## src/inc/drive_flags_pkg.sv

```systemverilog
// constants of the drive flags and analog input object block
// Summary of operation
// - legacy flag 0 in switched-on state: pwm fixed at half duty, no torque
// - legacy flag 1 in switched-on state: controller drives pwm, holding torque
// - field override 0: use built-in default rotating field direction
// - field override 1: force non-inverted (positive) rotating field
// - field override -1: force inverted (negative) rotating field
// - keep-gains 0: auto setup detects motor type, loads matching preset gains
// - keep-gains 1: auto setup uses stored gains and leaves them unchanged
// - two signed 16-bit read-only analog readings in digits, reset to zero
// - voltage mode: x digits equals x times 10 V over 1024
// - current mode: x digits equals x times 20 mA over 1024
// - control word bit 0 is channel one, bit 1 channel two; 1 selects current
// - new field override takes effect only after controller restart, then auto setup
package drive_flags_pkg;
  // ****************************************
  // object indices and subindices
  // ****************************************
  localparam logic [15:0] idx_drive_flags = 16'h3212;
  localparam logic [15:0] idx_analog_inputs = 16'h3220;
  localparam logic [15:0] idx_analog_control = 16'h3221;
  localparam logic [7:0] sub_count = 8'h00;
  localparam logic [7:0] sub_legacy_power = 8'h01;
  localparam logic [7:0] sub_field_override = 8'h02;
  localparam logic [7:0] sub_keep_gains = 8'h03;
  localparam logic [7:0] sub_reading_one = 8'h01;
  localparam logic [7:0] sub_reading_two = 8'h02;
  // ****************************************
  // reset and fixed values
  // ****************************************
  localparam logic [7:0] drive_flags_count_value = 8'h03;
  localparam logic [7:0] analog_count_value = 8'h02;
  localparam logic [7:0] flag_reset = 8'h00;
  localparam logic [15:0] reading_reset = 16'h0000;
  localparam logic [1:0] measure_sel_reset = 2'h0;
  localparam logic [7:0] flag_on = 8'h01;
  localparam logic [7:0] field_force_normal = 8'h01;
  localparam logic [7:0] field_force_inverted = 8'hff;
  // ****************************************
  // control word fields
  // ****************************************
  localparam int chan_one_current_sel = 0;
  localparam int chan_two_current_sel = 1;
  // ****************************************
  // scaling: full scale per 1024 digits
  // ****************************************
  localparam logic [4:0] volt_full_scale = 5'h0a;
  localparam logic [4:0] milliamp_full_scale = 5'h14;
  localparam int digits_per_full_scale = 1024;
endpackage

```

## src/rtl/drive_flags_analog_inputs.sv

```systemverilog
// object dictionary entries for motor drive flags and analog inputs
module drive_flags_analog_inputs #(
  parameter int pwm_w = 16
) (
  // clock and reset
  input wire logic clock,
  input wire logic rst,
  // object access port
  input wire logic od_write,
  input wire logic [15:0] od_index,
  input wire logic [7:0] od_subindex,
  input wire logic [31:0] od_wdata,
  output logic [31:0] od_rdata,
  output logic od_error,
  // power stage
  input wire logic switched_on,
  input wire logic [pwm_w-1:0] ctrl_pwm_duty,
  output logic [pwm_w-1:0] pwm_duty,
  output logic holding_torque,
  // rotating field
  input wire logic default_field_inverted,
  input wire logic controller_restart,
  output logic field_inverted,
  // auto setup
  input wire logic autosetup_start,
  input wire logic motor_is_bldc,
  output logic load_stepper_preset,
  output logic load_bldc_preset,
  output logic use_stored_gains,
  output logic gains_write_enable,
  // analog inputs
  input wire logic signed [15:0] adc_one,
  input wire logic signed [15:0] adc_two,
  output logic [1:0] measure_current,
  output logic signed [20:0] scaled_one,
  output logic signed [20:0] scaled_two
);
  // ****************************************
  // state
  // ****************************************
  typedef struct packed {
    logic [7:0] legacy_power;
    logic [7:0] field_override;
    logic [7:0] keep_gains;
    logic [1:0] measure_sel;
    logic [15:0] reading_one;
    logic [15:0] reading_two;
    logic field_inverted;
    logic [31:0] rdata;
    logic err;
    logic [pwm_w-1:0] pwm;
    logic torque;
    logic stepper_load;
    logic bldc_load;
    logic stored_gains;
    logic signed [20:0] scaled_one;
    logic signed [20:0] scaled_two;
  } state_t;

  localparam logic [pwm_w-1:0] half_duty = {1'b1, {(pwm_w-1){1'b0}}};

  if (pwm_w < 2) begin : g_check
    $error("pwm_w must be at least 2");
  end

  state_t s;
  state_t next_s;

  function automatic logic signed [20:0] scale(input logic [15:0] x, input logic cur);
    logic signed [20:0] wide;
    logic signed [20:0] fs;
    wide = 21'(signed'(x));
    fs = cur ? 21'(drive_flags_pkg::milliamp_full_scale) : 21'(drive_flags_pkg::volt_full_scale);
    return 21'(wide * fs);
  endfunction

  always_comb begin
    logic hit_flags;
    logic hit_analog;
    logic hit_ctrl;
    hit_flags = (od_index == drive_flags_pkg::idx_drive_flags);
    hit_analog = (od_index == drive_flags_pkg::idx_analog_inputs);
    hit_ctrl = (od_index == drive_flags_pkg::idx_analog_control);
    next_s = s;
    // ****************************************
    // read path, registered one cycle
    // ****************************************
    next_s.rdata = 32'h0000_0000;
    next_s.err = 1'b0;
    if (hit_flags) begin
      unique case (od_subindex)
        drive_flags_pkg::sub_count: next_s.rdata = {24'h000000, drive_flags_pkg::drive_flags_count_value};
        drive_flags_pkg::sub_legacy_power: next_s.rdata = {{24{s.legacy_power[7]}}, s.legacy_power};
        drive_flags_pkg::sub_field_override: next_s.rdata = {{24{s.field_override[7]}}, s.field_override};
        drive_flags_pkg::sub_keep_gains: next_s.rdata = {{24{s.keep_gains[7]}}, s.keep_gains};
        default: next_s.err = 1'b1;
      endcase
    end else if (hit_analog) begin
      unique case (od_subindex)
        drive_flags_pkg::sub_count: next_s.rdata = {24'h000000, drive_flags_pkg::analog_count_value};
        drive_flags_pkg::sub_reading_one: next_s.rdata = {{16{s.reading_one[15]}}, s.reading_one};
        drive_flags_pkg::sub_reading_two: next_s.rdata = {{16{s.reading_two[15]}}, s.reading_two};
        default: next_s.err = 1'b1;
      endcase
      if (od_write) begin
        next_s.err = 1'b1; // read-only entries
      end
    end else if (hit_ctrl) begin
      next_s.rdata = {30'h0, s.measure_sel};
      next_s.err = (od_subindex != drive_flags_pkg::sub_count);
    end else begin
      next_s.err = 1'b1;
    end
    // ****************************************
    // write path
    // ****************************************
    if (od_write && hit_flags) begin
      unique case (od_subindex)
        drive_flags_pkg::sub_legacy_power: next_s.legacy_power = od_wdata[7:0];
        drive_flags_pkg::sub_field_override: next_s.field_override = od_wdata[7:0];
        drive_flags_pkg::sub_keep_gains: next_s.keep_gains = od_wdata[7:0];
        default: next_s.err = 1'b1;
      endcase
    end
    if (od_write && hit_ctrl && od_subindex == drive_flags_pkg::sub_count) begin
      next_s.measure_sel = od_wdata[1:0]; // upper bits dropped
    end
    // ****************************************
    // power stage
    // ****************************************
    if (switched_on && s.legacy_power == drive_flags_pkg::flag_on) begin
      next_s.pwm = ctrl_pwm_duty;
      next_s.torque = 1'b1;
    end else if (switched_on) begin
      next_s.pwm = half_duty;
      next_s.torque = 1'b0;
    end else begin
      next_s.pwm = ctrl_pwm_duty;
      next_s.torque = 1'b0;
    end
    // ****************************************
    // field direction, sampled at restart only
    // ****************************************
    if (controller_restart) begin
      if (s.field_override == drive_flags_pkg::field_force_normal) begin
        next_s.field_inverted = 1'b0;
      end else if (s.field_override == drive_flags_pkg::field_force_inverted) begin
        next_s.field_inverted = 1'b1;
      end else begin
        next_s.field_inverted = default_field_inverted;
      end
    end
    // ****************************************
    // auto setup gain handling
    // ****************************************
    next_s.stepper_load = 1'b0;
    next_s.bldc_load = 1'b0;
    next_s.stored_gains = 1'b0;
    if (autosetup_start) begin
      if (s.keep_gains == drive_flags_pkg::flag_on) begin
        next_s.stored_gains = 1'b1;
      end else begin
        next_s.bldc_load = motor_is_bldc;
        next_s.stepper_load = !motor_is_bldc;
      end
    end
    // ****************************************
    // analog readings
    // ****************************************
    next_s.reading_one = adc_one;
    next_s.reading_two = adc_two;
    // units of 1/1024 V or 1/1024 mA per digit
    next_s.scaled_one = scale(s.reading_one, s.measure_sel[drive_flags_pkg::chan_one_current_sel]);
    next_s.scaled_two = scale(s.reading_two, s.measure_sel[drive_flags_pkg::chan_two_current_sel]);
  end

  always_ff @(posedge clock or posedge rst) begin
    if (rst) begin
      s <= '0;
      s.legacy_power <= drive_flags_pkg::flag_reset;
      s.field_override <= drive_flags_pkg::flag_reset;
      s.keep_gains <= drive_flags_pkg::flag_reset;
      s.measure_sel <= drive_flags_pkg::measure_sel_reset;
      s.reading_one <= drive_flags_pkg::reading_reset;
      s.reading_two <= drive_flags_pkg::reading_reset;
      s.pwm <= half_duty;
    end else begin
      s <= next_s;
    end
  end

  // ****************************************
  // outputs
  // ****************************************
  assign od_rdata = s.rdata;
  assign od_error = s.err;
  assign pwm_duty = s.pwm;
  assign holding_torque = s.torque;
  assign field_inverted = s.field_inverted;
  assign load_stepper_preset = s.stepper_load;
  assign load_bldc_preset = s.bldc_load;
  assign use_stored_gains = s.stored_gains;
  // stored gains are never rewritten by an auto setup started while keep-gains is on
  assign gains_write_enable = s.stepper_load | s.bldc_load;
  assign measure_current = s.measure_sel;
  assign scaled_one = s.scaled_one;
  assign scaled_two = s.scaled_two;

  // ****************************************
  // checks
  // ****************************************
  a_half_duty: assert property (@(posedge clock) disable iff (rst)
    switched_on && s.legacy_power != drive_flags_pkg::flag_on |=> pwm_duty == half_duty && !holding_torque)
    else $error("pwm not at half duty");
  a_ctrl_duty: assert property (@(posedge clock) disable iff (rst)
    switched_on && s.legacy_power == drive_flags_pkg::flag_on |=> pwm_duty == $past(ctrl_pwm_duty) && holding_torque)
    else $error("pwm not from controller");
  a_field_default: assert property (@(posedge clock) disable iff (rst)
    controller_restart && s.field_override == 8'h00 |=> field_inverted == $past(default_field_inverted))
    else $error("default field not used");
  a_field_normal: assert property (@(posedge clock) disable iff (rst)
    controller_restart && s.field_override == 8'h01 |=> !field_inverted)
    else $error("field not forced normal");
  a_field_invert: assert property (@(posedge clock) disable iff (rst)
    controller_restart && s.field_override == 8'hff |=> field_inverted)
    else $error("field not forced inverted");
  a_field_hold: assert property (@(posedge clock) disable iff (rst)
    !controller_restart |=> $stable(field_inverted))
    else $error("field changed without restart");
  a_preset_load: assert property (@(posedge clock) disable iff (rst)
    autosetup_start && s.keep_gains == 8'h00 |=> (load_bldc_preset == $past(motor_is_bldc)) && gains_write_enable)
    else $error("preset not loaded");
  a_keep_gains: assert property (@(posedge clock) disable iff (rst)
    autosetup_start && s.keep_gains == 8'h01 |=> use_stored_gains && !gains_write_enable)
    else $error("stored gains touched");
  a_reading_path: assert property (@(posedge clock) disable iff (rst)
    od_index == drive_flags_pkg::idx_analog_inputs && od_subindex == drive_flags_pkg::sub_reading_one
      |=> od_rdata == 32'(signed'($past(s.reading_one))))
    else $error("reading one not returned");
  a_volt_scale: assert property (@(posedge clock) disable iff (rst)
    !s.measure_sel[0] |=> scaled_one == 21'(signed'($past(s.reading_one)) * 10))
    else $error("voltage scale wrong");
  a_amp_scale: assert property (@(posedge clock) disable iff (rst)
    s.measure_sel[1] |=> scaled_two == 21'(signed'($past(s.reading_two)) * 20))
    else $error("current scale wrong");
  a_ctrl_write: assert property (@(posedge clock) disable iff (rst)
    od_write && od_index == 16'h3221 && od_subindex == 8'h00 |=> measure_current == 2'($past(od_wdata)))
    else $error("control word not stored");
  a_ctrl_upper: assert property (@(posedge clock) disable iff (rst)
    od_index == drive_flags_pkg::idx_analog_control |=> od_rdata[31:2] == 30'h0)
    else $error("control upper bits not zero");
endmodule

```

## config.mk

```make
export PLATFORM = sky130hd
export DESIGN_NAME = drive_flags_analog_inputs
export DESIGN_NICKNAME = d
export VERILOG_FILES = /design/src/inc/drive_flags_pkg.sv /design/src/rtl/drive_flags_analog_inputs.sv
export SDC_FILE = /design/constraint.sdc
export NUM_CORES = 1
export LEC_CHECK = 0
export BUFFER_PORTS_ARGS = -buffer_cell sky130_fd_sc_hd__buf_4
export CAP_MARGIN = 20
export CORE_UTILIZATION = 50
export CTS_CLUSTER_DIAMETER = 80
export DETAILED_ROUTE_END_ITERATION = 7
export PLACE_DENSITY = 0.75
export SYNTH_ARGS = -nofsm -noshare
export SYNTH_HDL_FRONTEND = slang
export SYNTH_SLANG_ARGS = --single-unit
```

## constraint.sdc

```tcl
create_clock -name clock -period 4.3 [get_ports clock]
set_clock_uncertainty 0.1 [all_clocks]
set_input_delay 0.215 -clock clock [delete_from_list [all_inputs] [get_ports clock]]
set_output_delay 0.215 -clock clock [all_outputs]
set_load 0.05 [all_outputs]
```

==> impl_metrics.py <==
metrics = {
    "status": {
        "status": "complete, no violations",
    },
    "clock_network": {
        "cts.sink_count": 136,
        "cts_root_buf": "clkbuf_16",
        "clock_latency_ps": 430,
        "ctsLongestPathBuffers": 2,
        "cts_tree": "yes",
        "numCtsBuffers": 17,
        "cts-htree-levels": 4,
        "cts.reportedPaths.clkPinSlew_ps": 70,
    },
    "global_routing": {
        "grt_pass1_wl_um": 31800,
        "grt_overflow_total": 0,
        "grt_max_degree": 101,
        "antenna_found_initial": 0,
        "grt_util_all_layers_pct": 22.6,
        "grt_pass1_vias": 6560,
    },
    "sta": {
        "finalSetupViolCount": 0,
        "final_hold_viol_count": 0,
        "final.setup.tns_ps": 0,
        "worst_pin_slew_ps": 1040,
        "rsz0062_at_grt": "no",
        "period_minus_slack_ps": 4030,
        "slew_headroom_pct": 30.2,
        "fmaxAchievable_ghz": 0.248,
        "final_max_slew_viol_count": 0,
        "whs_ps": 135,
        "finalCritPeriodShare_pct": 93.7,
    },
    "layout": {
        "final_cell_mix": "buf_4 (190), dfrtp_1 (134), inv_1 (112)",
        "nets": 1266,
        "layout_commonest_cell": "buf_4",
        "area_growth_pct": 26.8,
        "num_antenna_cells": 0,
        "drive_gt1_share_pct": 26.3,
    },
    "drt": {
        "drc": 0,
        "viasPerCell": 4.95,
        "post_drt_wl_per_cell_um": 15.2,
        "wl_um": 19500,
        "vias": 6362,
        "first_iter_violations": 244,
        "ant_nets": 0,
        "drt_pass1_iterations": 5,
    },
    "yosys": {
        "ys_warn_count": 0,
        "synthAdderAreaFrac_pct": 19.3,
        "synth_cell_types": 63,
        "synthFlopType": "dfrtp_1",
        "synthMuxAreaShare_pct": 7.00,
        "synth_area_per_cell_um2": 10.7,
        "synth_seq_area_share_pct": 38.0,
        "synth_xor_area_share_pct": 3.62,
        "synthArstFlopShare_pct": 100,
        "ys_seq_elements": 136,
        "syn_area_um2": 8950,
        "yosys.area_share.simple_pct": 9.11,
        "synthCells": 835,
        "synth_enable_flop_cells": 0,
        "synth_compound_gate_area_share_pct": 9.72,
        "synth_top_family_by_area": "adder cells",
    },
    "floorplanning": {
        "ios": 211,
        "start_util_pct": 51.4,
        "rows": 48,
        "core-area_um2": 17400,
        "die_w_um": 136,
        "dieArea_um2": 18400,
        "dieHeight_um": 136,
    },
    "pwr": {
        "peakVddDrop_mv": 0.463,
        "p_sw_share_pct": 38.4,
        "p_leak_nw": 5.71,
        "powerDensity_nw_per_um2": 446,
        "clkPwrFrac_pct": 29.7,
        "switching_power_mw": 1.94,
        "p_comb_share_pct": 40.1,
        "power_frac_seq_pct": 30.2,
        "power.total_mw": 5.06,
        "p_int_mw": 3.12,
    },
    "setup_path": {
        "ff2ff_path_depth": 15,
        "worstPathArrival_ps": 4280,
        "cp.required_ps": 4550,
        "end_kind": "flip-flop",
        "startpoint_type": "flip-flop",
        "path_class": "flip-flop to flip-flop",
        "worst-path-max-fanout": 15,
    },
    "placement": {
        "dpl.hpwl_um": 14800,
        "io_buffers": 184,
        "gp_congestion": 0.867,
    },
    "hold_path": {
        "hold_class": "input pin to flip-flop",
        "min_path_cells": 4,
    },
    "flow_run": {
        "maxCapViolations": 0,
    },
}
## synthesized netlist by cell type, types with 9 or more instances
library cell,count,area (um2)
a21oi_1,34,170
a22oi_1,15,113
and2_1,24,150
buf_4,92,691
clkbuf_1,9,33.8
dfrtp_1,135,3380
fa_1,50,1000
ha_1,58,726
inv_1,113,424
mux2_2,37,417
mux2i_1,21,210
nand2_1,14,52.6
nor2_1,31,116
nor2b_1,11,68.8
nor3_1,9,45.0
o21ai_0,27,135
o21bai_1,9,67.6
xnor2_1,28,245
xor2_1,9,78.8
## critical path: stages, from the launching register on
cell and delay [ps]:
dfrtp_2 500, buf_4 190, and2_1 150, ha_1 340, xor2_1 160, ha_1 280, inv_1 50, fa_1 500
inv_1 40, ha_1 200, nor4_1 270, o21ai_0 200, a31oi_1 290, o21ai_0 220, a311oi_2 340, xnor2_1 150
## worst paths after layout
check	slack, ps	to	from
setup reg to reg	270	scaled_one[20]	measure_current[0]
setup / recovery	270	scaled_one[20]	measure_current[0]
hold reg to reg	440	s[132]	s[132]
min in group asynchronous	410	pwm_duty[9]	rst
max in group asynchronous	2710	s[125]	rst
hold / removal	140	od_rdata[5]	od_subindex[2]
## area by class of cell
type	instances	area [um2]
Fill cell	1362	6060
Multi-Input combinational cell	522	4550
Sequential cell	136	3410
Timing Repair Buffer	254	2070
Clock buffer	19	453
Inverter	115	437
Tap cell	225	282
Clock inverter	13	158
## power groups by stage
| stage | logic [mW] | registers [mW] | clock network (mW) |
|---|---|---|---|
| after global routing | 2.21 | 1.55 | 1.59 |
| final | 2.03 | 1.53 | 1.50 |
| after global placement | 1.94 | 1.55 | 0 |
| after floorplan | 1.70 | 1.54 | 0 |
| after detailed placement | 1.96 | 1.55 | 0 |
| after CTS | 2.03 | 1.53 | 1.54 |
## state kept, by name, summed over array words and instances, names as in the netlist
| signal | count |
|---|---|
| scaled_two | 20 |
| scaled_one | 20 |
| field_inverted | 1 |
| measure_current | 2 |
| od_rdata | 16 |
| use_stored_gains | 1 |
| od_error | 1 |
| pwm_duty | 16 |
| s | 56 |
| holding_torque | 1 |
| load_stepper_preset | 1 |
| load_bldc_preset | 1 |
## per-layer routing
metal / share of wire (%) / up-vias / GRT usage, %
met1: 42 / 3103 / 27.9
met3: 4.1 / 31 / 4.51
met5: 0 / - / 0
li1: - / 3081 / -
met2: 52 / 147 / 39.4
met4: 1.8 / 0 / 7.74
## what timing repair did
action	CTS	global route
hold buffers	64	0
setup buffers	0	0
hold endpoints to repair	178	0
endpoints found under the setup margin	0	4
gates resized for setup	0	5
## cell families after synthesis
family	after synthesis
other cells	2
simple gates	139
fa+ha+maj	108
mux	58
xor+xnor	37
compound gates	134
buf+inv	221
flops	136
## through the flow
stage | util (%) | instances | worst slack (ps) | cell area [um2]
after detailed placement | 57.9 | 1188 | 134 | 10100
final | 65.2 | 1284 | 271 | 11400
after CTS | 65.1 | 1284 | 92.3 | 11300
after floorplan | - | 879 | 9.61 | 9120
after global routing | 65.2 | 1284 | 27.8 | 11400
after global placement | 57.9 | 1188 | 226 | 10100
(Power assumes the default switching activity.)
